[src/lfb_port_consts.svh]
`ifndef LFB_PORT_CONSTS_SVH
`define LFB_PORT_CONSTS_SVH

// Register byte addresses
`define AXI_ADDR_W 8
`define REG_PIXEL_PORT_CONFIG 8'h00
`define REG_RENDER_MODE_CONFIG 8'h04
`define REG_CONSTANT_DEPTH_ALPHA 8'h08
`define REG_MEMORY_BASE_BAR 8'h0C
`define REG_SCREEN_SIZE 8'h10
`define REG_STATUS 8'h14
`define AXI_RESP_OKAY 2'h0
`define AXI_RESP_SLVERR 2'h2
`define RST_WORD 32'h0000_0000

// Pixel window
`define LFB_WINDOW_OFFSET 32'h0080_0000
`define LFB_WINDOW_BITS 22

// Field positions
`define CFG_FMT_MSB 3
`define CFG_FMT_LSB 0
`define CFG_HALF_SWAP_BIT 11
`define CFG_ORDER_MSB 12
`define CFG_ORDER_LSB 9
`define ORD_BGR_BIT 0
`define ORD_ALPHA_LAST_BIT 1
`define RMODE_SCISSOR_BIT 0
`define RMODE_Y_FLIP_BIT 16
`define ZA_DEPTH_MSB 15
`define ZA_DEPTH_LSB 0
`define ZA_ALPHA_MSB 31
`define ZA_ALPHA_LSB 24
`define SCR_W_MSB 9
`define SCR_W_LSB 0
`define SCR_H_MSB 25
`define SCR_H_LSB 16
`define STAT_BUSY_BIT 31
`define STAT_WAIT_BIT 30
`define STAT_DISCARD_MSB 7

// Offset to position, 2048 and 4096 pitch
`define P16_X_MSB 10
`define P16_X_LSB 2
`define P16_Y_MSB 20
`define P16_Y_LSB 11
`define P32_X_MSB 11
`define P32_X_LSB 2
`define P32_Y_MSB 21
`define P32_Y_LSB 12

// Write format codes
`define FMT_565 4'h0
`define FMT_X555 4'h1
`define FMT_1555 4'h2
`define FMT_RSVD3 4'h3
`define FMT_888 4'h4
`define FMT_8888 4'h5
`define FMT_RSVD_LO 4'h6
`define FMT_RSVD_HI 4'hB
`define FMT_Z565 4'hC
`define FMT_ZX555 4'hD
`define FMT_Z1555 4'hE
`define FMT_ZZ 4'hF

`endif

[src/lfb_port_pkg.sv]
package lfb_port_pkg;

  typedef struct packed {
    logic write;
    logic [9:0] x;
    logic [9:0] y;
    logic [31:0] color;
    logic [15:0] depth;
    logic color_we;
    logic depth_we;
  } fb_req_t;

  typedef enum logic [5:0] {
    ST_IDLE = 6'h01,
    ST_WR = 6'h02,
    ST_RWAIT = 6'h04,
    ST_RD = 6'h08,
    ST_RDATA = 6'h10,
    ST_DONE = 6'h20
  } lfb_state_t;

endpackage : lfb_port_pkg

[src/pixel_unpack.sv]
`timescale 1ns/1ps
`include "lfb_port_consts.svh"

module pixel_unpack (
  // Format selection
  input wire logic [3:0] fmt,
  input wire logic [3:0] order,
  input wire logic half_swap,
  input wire logic idx,
  // Host word and constants
  input wire logic [31:0] word,
  input wire logic [31:0] za,
  // Unpacked pixel
  output logic [31:0] color,
  output logic [15:0] depth,
  output logic color_we
);

  wire [15:0] left_h = half_swap ? word[31:16] : word[15:0];
  wire [15:0] right_h = half_swap ? word[15:0] : word[31:16];
  wire [15:0] pix_h = idx ? right_h : left_h;
  wire is_z16 = (fmt >= `FMT_Z565) && (fmt <= `FMT_Z1555);
  wire is_zz = (fmt == `FMT_ZZ);
  wire is_565 = (fmt == `FMT_565) || (fmt == `FMT_Z565);
  wire is_32 = (fmt == `FMT_888) || (fmt == `FMT_8888);
  // Alpha from data for formats 3, 5 and 14; constant for the rest, 1555 included
  wire a_from_data = (fmt == `FMT_RSVD3) || (fmt == `FMT_8888) || (fmt == `FMT_Z1555); // see RL9 see RL13 see RL14
  wire [15:0] col_h = is_z16 ? left_h : pix_h; // see RL15
  wire [15:0] dep_h = is_z16 ? right_h : pix_h; // see RL15
  wire alpha_last = order[`ORD_ALPHA_LAST_BIT];
  wire bgr = order[`ORD_BGR_BIT];
  wire [15:0] n16 = (alpha_last && !is_565) ? {col_h[0], col_h[15:1]} : col_h; // see RL10
  wire [31:0] n32 = alpha_last ? {word[7:0], word[31:8]} : word; // see RL10
  wire [4:0] r5 = is_565 ? n16[15:11] : n16[14:10];
  wire [7:0] g16 = is_565 ? {n16[10:5], n16[10:9]} : {n16[9:5], n16[9:7]};
  wire [4:0] b5 = n16[4:0];
  wire [7:0] r8 = is_32 ? n32[23:16] : {r5, r5[4:2]};
  wire [7:0] g8 = is_32 ? n32[15:8] : g16;
  wire [7:0] b8 = is_32 ? n32[7:0] : {b5, b5[4:2]};
  wire [7:0] a_data = is_32 ? n32[31:24] : {8{n16[15]}};
  wire [7:0] a8 = a_from_data ? a_data : za[`ZA_ALPHA_MSB:`ZA_ALPHA_LSB];

  assign color = bgr ? {a8, b8, g8, r8} : {a8, r8, g8, b8}; // see RL10
  // Depth from data where carried
  assign depth = (is_z16 || is_zz) ? dep_h : za[`ZA_DEPTH_MSB:`ZA_DEPTH_LSB]; // see RL8 see RL13 see RL14
  assign color_we = !is_zz;

endmodule : pixel_unpack

[src/linear_frame_buffer_port.sv]
// Function
// RL1 - 4 MB pixel window starts 8 MB above the base register.
// RL2 - Positions assume a 1024-pixel logical line.
// RL3 - Offset 0 is top-left, or bottom-left with render mode bit 16.
// RL4 - Rising addresses walk left to right.
// RL5 - Clip writes only with scissor bit 0; else host stays on screen.
// RL6 - Four-bit field selects the write format; some codes reserved.
// RL7 - 16-bit formats: 2048 pitch, two pixels a word, order by bit 11.
// RL8 - Formats 0 to 3 take depth from the constant register.
// RL9 - Alpha from data for format 3, from constant for 0 to 2.
// RL10 - Channel order follows configuration bits 12 to 9.
// RL11 - Formats 4, 5: 4096 pitch, one pixel a word.
// RL12 - Host puts each 24-bit pixel in its own aligned word.
// RL13 - Formats 4, 5 take constant depth; alpha constant for 4, data for 5.
// RL14 - Formats 12 to 14: 4096 pitch, one pixel, missing depth/alpha constant.
// RL15 - Formats 12 to 15 place halves by bit 11.
// RL16 - Reads: two 16-bit pixels a word, 2048 pitch, order by bit 11.
// RL17 - Reads wait for empty FIFO and flushed pipeline.
// RL18 - Host should check idle status before reading.
// RL19 - Host uses 32-bit or 16-bit window accesses, never bytes.
// RL20 - Reserved format writes are dropped untouched.
//
// Added by the designer: register access over AXI4-Lite and the register offsets.
`timescale 1ns/1ps
`include "lfb_port_consts.svh"

module linear_frame_buffer_port #(
  parameter logic [9:0] SCREEN_W = 10'h280,
  parameter logic [9:0] SCREEN_H = 10'h1E0
) (
  // Clock and reset
  input wire logic clk_sys,
  input wire logic rst,
  // AXI4-Lite register slave
  input wire logic [`AXI_ADDR_W-1:0] s_awaddr,
  input wire logic s_awvalid,
  output logic s_awready,
  input wire logic [31:0] s_wdata,
  input wire logic [3:0] s_wstrb,
  input wire logic s_wvalid,
  output logic s_wready,
  output logic [1:0] s_bresp,
  output logic s_bvalid,
  input wire logic s_bready,
  input wire logic [`AXI_ADDR_W-1:0] s_araddr,
  input wire logic s_arvalid,
  output logic s_arready,
  output logic [31:0] s_rdata,
  output logic [1:0] s_rresp,
  output logic s_rvalid,
  input wire logic s_rready,
  // Host memory access
  input wire logic host_req,
  input wire logic host_write,
  input wire logic [31:0] host_addr,
  input wire logic [31:0] host_wdata,
  input wire logic [3:0] host_be,
  output logic host_ack,
  output logic [31:0] host_rdata,
  // Engine state
  input wire logic cmd_fifo_empty,
  input wire logic pixel_pipe_idle,
  // Frame buffer path
  output lfb_port_pkg::fb_req_t fb_req,
  output logic fb_valid,
  input wire logic fb_ready,
  input wire logic fb_rvalid,
  input wire logic [15:0] fb_rdata
);

  // Registers
  logic [31:0] pixel_port_config_q, render_mode_config_q, constant_depth_alpha_q;
  logic [31:0] memory_base_bar_q, screen_size_q;
  logic [`STAT_DISCARD_MSB:0] discard_cnt_q;
  // Bus slave state
  logic awready_q, wready_q, bvalid_q, arready_q, rvalid_q;
  logic [1:0] bresp_q, rresp_q;
  logic [`AXI_ADDR_W-1:0] awaddr_q;
  logic [31:0] wdata_q, rdata_q;
  logic [3:0] wstrb_q;
  // Access engine state
  lfb_port_pkg::lfb_state_t state_q;
  logic idx_q, ack_q, fbv_q;
  logic [31:0] off_q, word_q, hrdata_q;
  logic [3:0] be_q;
  logic [15:0] rd_pix_q [2];
  lfb_port_pkg::fb_req_t fbreq_q;
  // Unwritten byte lanes keep their bits
  wire [31:0] wmask = {{8{wstrb_q[3]}}, {8{wstrb_q[2]}}, {8{wstrb_q[1]}}, {8{wstrb_q[0]}}};
  function automatic logic [31:0] merge(input logic [31:0] old);
    return (old & ~wmask) | (wdata_q & wmask);
  endfunction : merge
  // Field decode
  wire [3:0] fmt = pixel_port_config_q[`CFG_FMT_MSB:`CFG_FMT_LSB]; // see RL6
  wire [3:0] order = pixel_port_config_q[`CFG_ORDER_MSB:`CFG_ORDER_LSB];
  wire half_swap = pixel_port_config_q[`CFG_HALF_SWAP_BIT];
  wire scissor_on = render_mode_config_q[`RMODE_SCISSOR_BIT];
  wire y_flip = render_mode_config_q[`RMODE_Y_FLIP_BIT];
  wire [9:0] scr_w = screen_size_q[`SCR_W_MSB:`SCR_W_LSB];
  wire [9:0] scr_h = screen_size_q[`SCR_H_MSB:`SCR_H_LSB];

  // Window decode
  wire [31:0] host_off = host_addr - memory_base_bar_q - `LFB_WINDOW_OFFSET; // see RL1
  wire win_hit = (host_off[31:`LFB_WINDOW_BITS] == '0); // see RL1
  wire fmt_rsvd = (fmt == `FMT_RSVD3) || ((fmt >= `FMT_RSVD_LO) && (fmt <= `FMT_RSVD_HI)); // see RL6
  wire two_pix = (fmt <= `FMT_RSVD3) || (fmt == `FMT_ZZ); // see RL7

  // Pixel position, one 1024-pixel logical line per pitch
  wire [9:0] x16 = {off_q[`P16_X_MSB:`P16_X_LSB], idx_q}; // see RL2 see RL4 see RL7
  wire [9:0] y16 = off_q[`P16_Y_MSB:`P16_Y_LSB]; // see RL2 see RL16
  wire [9:0] x32 = off_q[`P32_X_MSB:`P32_X_LSB]; // see RL11 see RL14
  wire [9:0] y32 = off_q[`P32_Y_MSB:`P32_Y_LSB]; // see RL11 see RL14
  wire use16 = two_pix || (state_q != lfb_port_pkg::ST_WR); // see RL16
  wire [9:0] x_raw = use16 ? x16 : x32;
  wire [9:0] y_raw = use16 ? y16 : y32;
  // With Y flip, rows past the height wrap; scissor catches those
  wire [9:0] y_scr = y_flip ? (scr_h - 10'h001 - y_raw) : y_raw; // see RL3
  wire clipped = scissor_on && ((x_raw >= scr_w) || (y_raw >= scr_h)); // see RL5
  wire half_en = two_pix ? ((idx_q ^ half_swap) ? |be_q[3:2] : |be_q[1:0]) : 1'b1; // see RL7
  wire pix_need = half_en && !clipped;
  wire last_idx = two_pix ? 1'b1 : 1'b0; // see RL11

  // Unpacked write pixel
  logic [31:0] up_color;
  logic [15:0] up_depth;
  logic up_color_we;

  pixel_unpack u_unpack (
    .fmt(fmt),
    .order(order),
    .half_swap(half_swap),
    .idx(idx_q),
    .word(word_q),
    .za(constant_depth_alpha_q),
    .color(up_color),
    .depth(up_depth),
    .color_we(up_color_we)
  );

  lfb_port_pkg::fb_req_t wr_pix, rd_pix;
  assign wr_pix = '{write: 1'b1, x: x_raw, y: y_scr, color: up_color, depth: up_depth,
                    color_we: up_color_we, depth_we: 1'b1};
  assign rd_pix = '{write: 1'b0, x: x16, y: y_scr, color: '0, depth: '0,
                    color_we: 1'b0, depth_we: 1'b0};

  // Blue-first order swaps red and blue on reads
  wire bgr = order[`ORD_BGR_BIT];
  wire [15:0] rd0 = bgr ? {rd_pix_q[0][4:0], rd_pix_q[0][10:5], rd_pix_q[0][15:11]}
                        : rd_pix_q[0]; // see RL10
  wire [15:0] rd1 = bgr ? {rd_pix_q[1][4:0], rd_pix_q[1][10:5], rd_pix_q[1][15:11]}
                        : rd_pix_q[1];
  wire [31:0] rd_word = half_swap ? {rd0, rd1} : {rd1, rd0}; // see RL16

  // Access engine
  always_ff @(posedge clk_sys or posedge rst) begin
    if (rst) begin
      state_q <= lfb_port_pkg::ST_IDLE;
      idx_q <= 1'b0;
      off_q <= `RST_WORD;
      word_q <= `RST_WORD;
      be_q <= 4'h0;
      rd_pix_q <= '{default: 16'h0000};
      ack_q <= 1'b0;
      hrdata_q <= `RST_WORD;
      fbv_q <= 1'b0;
      fbreq_q <= '0;
      discard_cnt_q <= '0;
    end else begin
      ack_q <= 1'b0;
      case (state_q)
        lfb_port_pkg::ST_IDLE: begin
          // Ack high: host has not yet dropped this request
          if (host_req && !ack_q) begin
            off_q <= host_off;
            word_q <= host_wdata;
            be_q <= host_be;
            idx_q <= 1'b0;
            hrdata_q <= `RST_WORD;
            if (!win_hit) state_q <= lfb_port_pkg::ST_DONE;
            else if (host_write && fmt_rsvd) begin
              discard_cnt_q <= discard_cnt_q + 1'b1; // see RL20
              state_q <= lfb_port_pkg::ST_DONE;
            end else if (host_write) state_q <= lfb_port_pkg::ST_WR;
            else state_q <= lfb_port_pkg::ST_RWAIT;
          end
        end
        lfb_port_pkg::ST_WR: begin
          if (!fbv_q && pix_need) begin
            fbv_q <= 1'b1;
            fbreq_q <= wr_pix;
          end else if (!fbv_q || fb_ready) begin
            fbv_q <= 1'b0;
            if (idx_q == last_idx) state_q <= lfb_port_pkg::ST_DONE;
            else idx_q <= 1'b1;
          end
        end
        lfb_port_pkg::ST_RWAIT: begin
          // Blocking read: memory is touched only once queued work drains
          if (cmd_fifo_empty && pixel_pipe_idle) state_q <= lfb_port_pkg::ST_RD; // see RL17
        end
        lfb_port_pkg::ST_RD: begin
          if (!fbv_q) begin
            fbv_q <= 1'b1;
            fbreq_q <= rd_pix;
          end else if (fb_ready) begin
            fbv_q <= 1'b0;
            state_q <= lfb_port_pkg::ST_RDATA;
          end
        end
        lfb_port_pkg::ST_RDATA: begin
          if (fb_rvalid) begin
            rd_pix_q[idx_q] <= fb_rdata;
            if (idx_q) begin
              state_q <= lfb_port_pkg::ST_DONE;
            end else begin
              idx_q <= 1'b1;
              state_q <= lfb_port_pkg::ST_RD;
            end
          end
        end
        lfb_port_pkg::ST_DONE: begin
          ack_q <= 1'b1;
          if (idx_q && !fbreq_q.write && fbreq_q.x[0]) hrdata_q <= rd_word; // see RL16
          state_q <= lfb_port_pkg::ST_IDLE;
        end
        default: state_q <= lfb_port_pkg::ST_IDLE;
      endcase
    end
  end

  // Register write channel
  wire wr_fire = !awready_q && !wready_q && !bvalid_q;
  wire wr_hit = (awaddr_q == `REG_PIXEL_PORT_CONFIG) || (awaddr_q == `REG_RENDER_MODE_CONFIG)
             || (awaddr_q == `REG_CONSTANT_DEPTH_ALPHA) || (awaddr_q == `REG_MEMORY_BASE_BAR)
             || (awaddr_q == `REG_SCREEN_SIZE);

  always_ff @(posedge clk_sys or posedge rst) begin
    if (rst) begin
      awready_q <= 1'b1;
      wready_q <= 1'b1;
      bvalid_q <= 1'b0;
      bresp_q <= `AXI_RESP_OKAY;
      awaddr_q <= '0;
      wdata_q <= `RST_WORD;
      wstrb_q <= 4'h0;
    end else begin
      if (s_awvalid && awready_q) begin
        awaddr_q <= s_awaddr;
        awready_q <= 1'b0;
      end
      if (s_wvalid && wready_q) begin
        wdata_q <= s_wdata;
        wstrb_q <= s_wstrb;
        wready_q <= 1'b0;
      end
      if (wr_fire) begin
        bvalid_q <= 1'b1;
        bresp_q <= wr_hit ? `AXI_RESP_OKAY : `AXI_RESP_SLVERR;
        awready_q <= 1'b1;
        wready_q <= 1'b1;
      end
      if (bvalid_q && s_bready) bvalid_q <= 1'b0;
    end
  end

  always_ff @(posedge clk_sys or posedge rst) begin
    if (rst) begin
      pixel_port_config_q <= `RST_WORD;
      render_mode_config_q <= `RST_WORD;
      constant_depth_alpha_q <= `RST_WORD;
      memory_base_bar_q <= `RST_WORD;
      screen_size_q <= {6'h00, SCREEN_H, 6'h00, SCREEN_W};
    end else if (wr_fire) begin
      case (awaddr_q)
        `REG_PIXEL_PORT_CONFIG: pixel_port_config_q <= merge(pixel_port_config_q);
        `REG_RENDER_MODE_CONFIG: render_mode_config_q <= merge(render_mode_config_q);
        `REG_CONSTANT_DEPTH_ALPHA: constant_depth_alpha_q <= merge(constant_depth_alpha_q);
        `REG_MEMORY_BASE_BAR: memory_base_bar_q <= merge(memory_base_bar_q);
        `REG_SCREEN_SIZE: screen_size_q <= merge(screen_size_q);
        default: ;
      endcase
    end
  end

  // Register read channel
  logic [31:0] rd_mux;
  logic rd_hit;
  always_comb begin
    rd_hit = 1'b1;
    rd_mux = `RST_WORD;
    case (s_araddr)
      `REG_PIXEL_PORT_CONFIG: rd_mux = pixel_port_config_q;
      `REG_RENDER_MODE_CONFIG: rd_mux = render_mode_config_q;
      `REG_CONSTANT_DEPTH_ALPHA: rd_mux = constant_depth_alpha_q;
      `REG_MEMORY_BASE_BAR: rd_mux = memory_base_bar_q;
      `REG_SCREEN_SIZE: rd_mux = screen_size_q;
      `REG_STATUS: begin
        rd_mux[`STAT_BUSY_BIT] = (state_q != lfb_port_pkg::ST_IDLE);
        rd_mux[`STAT_WAIT_BIT] = (state_q == lfb_port_pkg::ST_RWAIT);
        rd_mux[`STAT_DISCARD_MSB:0] = discard_cnt_q;
      end
      default: rd_hit = 1'b0;
    endcase
  end

  always_ff @(posedge clk_sys or posedge rst) begin
    if (rst) begin
      arready_q <= 1'b1;
      rvalid_q <= 1'b0;
      rresp_q <= `AXI_RESP_OKAY;
      rdata_q <= `RST_WORD;
    end else if (s_arvalid && arready_q) begin
      arready_q <= 1'b0;
      rvalid_q <= 1'b1;
      rdata_q <= rd_mux;
      rresp_q <= rd_hit ? `AXI_RESP_OKAY : `AXI_RESP_SLVERR;
    end else if (rvalid_q && s_rready) begin
      rvalid_q <= 1'b0;
      arready_q <= 1'b1;
    end
  end

  // Outputs
  assign s_awready = awready_q;
  assign s_wready = wready_q;
  assign s_bvalid = bvalid_q;
  assign s_bresp = bresp_q;
  assign s_arready = arready_q;
  assign s_rvalid = rvalid_q;
  assign s_rresp = rresp_q;
  assign s_rdata = rdata_q;
  assign host_ack = ack_q;
  assign host_rdata = hrdata_q;
  assign fb_valid = fbv_q;
  assign fb_req = fbreq_q;

endmodule : linear_frame_buffer_port

[config.mk]
export PLATFORM = sky130hd
export DESIGN_NAME = linear_frame_buffer_port
export DESIGN_NICKNAME = d
export VERILOG_FILES = /design/src/lfb_port_pkg.sv /design/src/pixel_unpack.sv /design/src/linear_frame_buffer_port.sv
export VERILOG_INCLUDE_DIRS = /design/src
export SDC_FILE = /design/constraint.sdc
export NUM_CORES = 1
export LEC_CHECK = 0
export ABC_AREA = 1
export BUFFER_PORTS_ARGS = -buffer_cell sky130_fd_sc_hd__clkbuf_2
export CORE_MARGIN = 2
export CORE_UTILIZATION = 35
export CTS_CLUSTER_SIZE = 28
export DETAILED_ROUTE_END_ITERATION = 8
export GPL_ROUTABILITY_DRIVEN = 0
export PLACE_DENSITY = 0.6
export SLEW_MARGIN = 20
export SYNTH_ARGS = -nofsm -noshare
export SYNTH_HDL_FRONTEND = slang
export SYNTH_HIERARCHICAL = 1
export SYNTH_SLANG_ARGS = --single-unit
[constraint.sdc]
create_clock -name clk_sys -period 16.59 [get_ports clk_sys]
set_input_delay 0.8295 -clock clk_sys [delete_from_list [all_inputs] [get_ports clk_sys]]
set_output_delay 0.8295 -clock clk_sys [all_outputs]
set_load 0.005 [all_outputs]
==> impl_metrics.yaml, run 1 <==
run_status:
  status: "finished, final reports clean"
cts:
  hold_buffers: 0
  clockRootBuffer: "clkbuf_16"
  clk_pin_slew_ns: 0.06
  cts_buffers: 51
  clockBufferDepth: 3
  post_cts_buffers: 0
  htree_levels: 2
  cts_tree: "built"
  cts_resized: 0
  clock-sinks: 450
  clock_latency_ns: 0.63
sta:
  min_period_ns: 4.98
  finClkSkew_ns: 0.0297
  holdWs_ns: 0.320
  fin_setup_tns_ns: 0
  setup-violations-final: 0
  relSlewSlack: 0.288
  tightest_slew_ns: 1.06
  fmax_ghz: 0.201
  slew_viol_final: 0
  rsz0062_at_grt: "false"
  finalHoldViolCount: 0
  finalCritPeriodShare: 0.300
finish:
  area_delta_synth_final_pct: 15.8
  mostFrequentLayoutCells: "nand2_1 (1063), dfrtp_1 (439), inv_1 (343), o21ai_0 (302), clkbuf_2 (292)"
  final_common_cell: "nand2_1"
  finalNonFillerCells: 4537
  fillers: 7436
  postLayoutCoreUtil: 0.411
  drive_gt1_frac: 0.151
  fin_nets: 3787
  seqCellArea_sq_um: 11300
  multi_input_area_sq_um: 12100
setup_path:
  crit_slowest_cell: "o21ai_0"
  crit_chain: "inv_1 -> nand2_2 -> nor4_4 -> buf_4 -> nand2_2 -> o21ai_0 -> ha_1 -> inv_1 -> nor2_1 -> o211ai_1 -> nand3_1 -> nor2_1 -> nand2_1 -> nand2_1 -> nand2_1 -> nor2_4 -> nand2_1 -> nand2_1 -> inv_1 -> nand2_1 -> o21ai_0"
  cp.required_ns: 17.09
  crit_path_start_kind: "flip-flop"
  slowest_delay_ns: 0.66
  worstPathArrival_ns: 5.48
  cpMostUsedCell: "nand2_1"
  worst-setup-path-type: "reg2reg"
  crit_fanout: 57
  worstReg2RegStart: "state_q[5]"
  crit_family: "simple AND/OR/NAND/NOR gates"
  cp_num_buf_inv: 4
  endpoint_kind: "flip-flop"
  startpoint: "state_q[5]"
drt:
  wl_mm: 86.6
  ant_nets: 0
  viasPerCell: 5.10
  firstDrtPassIters: 6
  wl_met3_mm: 6.65
  post-route-drc-count: 0
  drt_iter0_drc: 2326
  wl_per_cell_microns: 19.1
  drt-met1-wl_mm: 39.1
  vias: 23100
  top_layer_used: "met5"
  wl_met2_mm: 38.5
grt:
  overflow: 0
  grt_pass1_vias: 21600
  grtUsageTotal: 0.230
  antenna_found_initial: 2
  grt_start_max_net_pins: 117
  grt_pass1_wl_mm: 132
power:
  vdd_drop_max_mv: 0.104
  power.total_uw: 4490
  powerDensity_nw_per_um2: 152
  p_leak_uw: 0.0147
die:
  die_w_microns: 274
  design.core.area_sq_um: 71700
  num_io_pins: 295
  dieArea_sq_um: 74800
  die_h_microns: 274
  start_util: 0.355
  fp-row-count: 98
worst_hold_path:
  hp-class: "in2async"
synthesis:
  synth-seq-cells: 450
  synth.distinct_cells: 61
  syn_area_sq_um: 25400
  postSynth.asyncResetShare: 1.00
  synth_top_area_cell: "dfrtp_1"
  synth.area.top_cells: "dfrtp_1 (43%), nand2_1 (16%), o21ai_0 (5.9%)"
  synth-seq-area-share: 0.443
  synth_edf_count: 0
  yosysWarnings: 6
  syn_area_per_cell_sq_um: 7.66
  ys.flop_type: "dfrtp_1"
  synth_top_area_frac: 0.433
  synth_cells: 3321
placed_design:
  hpwl_mm: 64.3
  port-buffer-count: 292
  dp_cells: 4444
run:
  drv_cap: 0
final cells by class:
cell class | instances | area share
Clock buffer | 68 | 0.0492
Clock inverter | 24 | 0.0109
Sequential cell | 450 | 0.383
Antenna cell | 1 | 0.0000850
Tap cell | 950 | 0.0404
Inverter | 371 | 0.0478
Multi-Input combinational cell | 2353 | 0.412
Timing Repair Buffer | 320 | 0.0573
metrics by stage:
stage               setup WS (ns)  instance area (sq um)
floorplan                    3.24                  25400
global placement            10.88                  27600
detailed placement          11.27                  27700
CTS                         11.26                  29400
global route                11.18                  29500
finish                      11.61                  29500
Yosys cell counts (29+ instances only):
master and n:
inv_1 344, dfrtp_1 440, nand3_1 127, nand2_2 29, a21oi_1 142, clkbuf_1 93, a31oi_1 40, buf_2 37
nor2_1 227, o211ai_1 32, nand2_1 1067, o21ai_0 302, a32o_1 51, ha_1 89
worst paths after layout:
path	end	slack, ns	cells past startpoint
worst max-delay path	state_q[3]	11.61	21
worst min-delay path	s_rvalid	0.32	2
worst max register to register	state_q[3]	11.61	21
worst min register to register	flip-flop	0.48	2
max in group asynchronous	asynchronous set/reset pin	13.98	4
min in group clk_sys	s_wready	0.39	2
logic make-up (layout without fill, tap and decap cells):
group                    after synthesis  count (layout)  share of synthesized area
AND/OR/NAND/NOR                     1533            1533                      0.251
AO/OA/AOI/OAI                        673             673                      0.158
buffers and inverters                519             783                     0.0827
flip-flops                           450             450                      0.443
adder cells (fa/ha/maj)               91              91                     0.0454
XOR/XNOR                              29              29                    0.00999
multiplexers                          25              25                     0.0101
other                                  1               3                   0.000147
layer usage:
layer  up-vias  GRT usage
met4         2     0.0621
met3       115     0.0410
met5         -          0
met2       819      0.352
met1     10900      0.332
li1      11300          -
power breakdown:
group | internal, uW | leakage, uW | switching (uW) | total, uW
Clock | 711 | 0.000876 | 493 | 1200
Sequential | 1350 | 0.00593 | 247 | 1590
Combinational | 552 | 0.00793 | 1140 | 1690
No activity file was read; power rests on OpenSTA's default activity.
==> run 2, diff against run 1 <==
--- a/config.mk
+++ b/config.mk
@@ -6,14 +6,14 @@
 export SDC_FILE = /design/constraint.sdc
 export NUM_CORES = 1
 export LEC_CHECK = 0
-export ABC_AREA = 1
+export ABC_AREA = 0
 export BUFFER_PORTS_ARGS = -buffer_cell sky130_fd_sc_hd__clkbuf_2
 export CORE_MARGIN = 2
 export CORE_UTILIZATION = 35
 export CTS_CLUSTER_SIZE = 28
 export DETAILED_ROUTE_END_ITERATION = 8
 export GPL_ROUTABILITY_DRIVEN = 0
-export PLACE_DENSITY = 0.6
+export PLACE_DENSITY = 0.63
 export SLEW_MARGIN = 20
 export SYNTH_ARGS = -nofsm -noshare
 export SYNTH_HDL_FRONTEND = slang
==> constraint.sdc (replaced) <==
create_clock -name clk_sys -period 4.2 [get_ports clk_sys]
set_input_delay 0.21 -clock clk_sys [delete_from_list [all_inputs] [get_ports clk_sys]]
set_output_delay 0.21 -clock clk_sys [all_outputs]
set_load 0.005 [all_outputs]
==> run 2 against run 1 <==
First-iteration DRC count down 39%. Sequential share of layout area is 0.64 points higher. Worst hold slack got worse by 0.23 ns. Clock power grew to 3.9 times the previous value. Clock skew decreased by 0.011 ns. Total power grew to 3.5 times the previous value. Cell count is 23% lower. Fmax is 26% higher. Via count decreased by 17%. Setup slack worse by 11 ns. Die area fell by 7.3%.
==> impl_metrics.yaml, run 2 <==
run_status:
  status: "finished, final reports clean"
synthesis:
  synth_top_area_cell: "dfrtp_1"
  synth.distinct_cells: 81
  synth.area.top_cells: "dfrtp_1 (47%), mux2_2 (13%), ha_1 (4.7%)"
  syn_area_per_cell_sq_um: 10.7
  ys.flop_type: "dfrtp_1"
  syn_area_sq_um: 23600
  synth_edf_count: 0
  synth_most_common_cell: "dfrtp_1"
  synth_top_area_frac: 0.467
  synth-seq-cells: 450
  yosysWarnings: 6
  synth_cells: 2201
  synthTopCellsByCount: "dfrtp_1 (440), nand2_1 (280), mux2_2 (279), o21ai_0 (132), a21oi_1 (124)"
  postSynth.asyncResetShare: 1.00
  synth-seq-area-share: 0.478
cts:
  cts_buffers: 50
  post_cts_buffers: 0
  clockBufferDepth: 3
  htree_levels: 2
  cts_tree: "built"
  clk_pin_slew_ns: 0.06
  clock-sinks: 450
  clock_latency_ns: 0.61
  clockRootBuffer: "clkbuf_16"
drt:
  firstDrtPassIters: 6
  vias: 19200
  drt_iter0_drc: 1415
  ant_nets: 0
  wl_per_cell_microns: 22.0
  post-route-drc-count: 0
  wl_mm: 76.8
  viasPerCell: 5.49
sta:
  finalCritPeriodShare: 0.943
  tightest_slew_ns: 1.10
  finClkSkew_ns: 0.0185
  min_period_ns: 3.96
  fmax_ghz: 0.253
  finalHoldViolCount: 0
  fin_setup_tns_ns: 0
  relSlewSlack: 0.264
  holdWs_ns: 0.0916
  setup-violations-final: 0
  slew_viol_final: 0
  rsz0062_at_grt: "false"
  timing.final.ws_setup_ns: 0.240
finish:
  final_area_sq_um: 29000
  drive_gt1_frac: 0.286
  final_common_cell: "dfrtp_1"
  fillers: 6270
  fin_nets: 2823
  area_delta_synth_final_pct: 22.9
  finalNonFillerCells: 3498
  mostFrequentLayoutCells: "dfrtp_1 (438), clkbuf_2 (292), nand2_1 (279), mux2_2 (279), o21ai_0 (132)"
setup_path:
  worst-setup-path-type: "reg2reg"
  crit_path_start_kind: "flip-flop"
  worstPathArrival_ns: 4.45
  crit_fanout: 52
  cp.required_ns: 4.69
  endpoint_kind: "flip-flop"
grt:
  grt_pass1_wl_mm: 118
  grtUsageTotal: 0.218
  grt_pass1_vias: 19800
  overflow: 0
  grt_start_max_net_pins: 97
  antenna_found_initial: 2
die:
  design.core.area_sq_um: 66900
  fp-row-count: 95
  dieArea_sq_um: 69400
  die_h_microns: 263
  start_util: 0.352
  num_io_pins: 295
  die_w_microns: 263
placed_design:
  dp_cells: 3295
  port-buffer-count: 292
  post-place-ws_ns: -0.0952
  placed_area_sq_um: 26100
  hpwl_mm: 56.1
run:
  drv_cap: 0
worst_hold_path:
  hp-class: "in2reg"
power:
  p_leak_uw: 0.0139
  powerDensity_nw_per_um2: 545
  vdd_drop_max_mv: 0.307
run 2: power breakdown:
part / internal (uW) / total, uW / switching [uW] / leakage, uW
registers: 5220 / 6490 / 1270 / 0.00597
logic: 2060 / 4590 / 2530 / 0.00711
clock network: 2830 / 4730 / 1890 / 0.000864
total: 10100 / 15800 / 5690 / 0.0139
run 2: per-stage QoR:
stage | util | power, uW
final | 0.433 | 15800
after global routing | 0.433 | 16700
after CTS | 0.432 | 15800
after detailed placement | 0.390 | 10900
after global placement | 0.390 | 10800
after floorplan | - | 9200
run 2: final timing paths:
check,startpoint,cells after the start,end,slack (ns)
max,state_q[3],16,fb_req[20],0.24
min,host_write,3,state_q[2],0.09
max reg2reg,state_q[3],16,fb_req[20],0.24
min reg2reg,discard_cnt_q[7],1,discard_cnt_q[7],0.48
max in group asynchronous,rst,5,fb_req[21],2.97
min in group asynchronous,rst,3,fb_req[53],0.24
run 2: cell families after synthesis:
logic type | count (synthesis) | synth area share
buffers and inverters | 210 | 0.0350
XOR/XNOR | 46 | 0.0182
adder cells (fa/ha/maj) | 92 | 0.0494
flip-flops | 450 | 0.478
AO/OA/AOI/OAI | 511 | 0.145
other | 1 | 0.000159
AND/OR/NAND/NOR | 508 | 0.0941
multiplexers | 383 | 0.180
run 2: area by class of cell:
| class | count | area, sq um | area share |
|---|---|---|---|
| multi-input combinational | 1544 | 11500 | 0.398 |
| sequential | 450 | 11300 | 0.389 |
| timing repair buffer | 442 | 2930 | 0.101 |
| clock buffer | 73 | 1490 | 0.0514 |
| tap | 873 | 1090 | 0.0377 |
| inverter | 95 | 360 | 0.0124 |
| clock inverter | 19 | 279 | 0.00963 |
| antenna | 2 | 5.00 | 0.000173 |
run 2: worst max-delay path, stage by stage, from the launching register on:
cell	delay (ns)
dfrtp_1	0.42
nor4_2	0.32
and3b_1	0.24
nand2_1	0.06
buf_4	0.20
mux2i_2	0.24
inv_1	0.07
ha_1	0.30
a2111o_1	0.40
a31oi_1	0.14
o21ai_0	0.12
o2111ai_1	0.12
a31oi_1	0.15
buf_4	0.22
a21o_2	0.24
buf_4	0.29
a22o_1	0.27
run 2: repair_timing:
| action | CTS | global route |
|---|---|---|
| cloned | 1 | 1 |
| hold endpoints to repair | 130 | 0 |
| setup endpoints to repair | 49 | 60 |
| pin swaps | 0 | 1 |
| hold buffers | 107 | 0 |
| gates resized for setup | 1 | 4 |
run 2: routing by layer:
layer	GRT usage	vias up	part of all wire
li1	-	8677	-
met1	0.287	9570	0.43
met2	0.352	762	0.46
met3	0.0384	194	0.065
met4	0.0967	0	0.046
met5	0	-	0
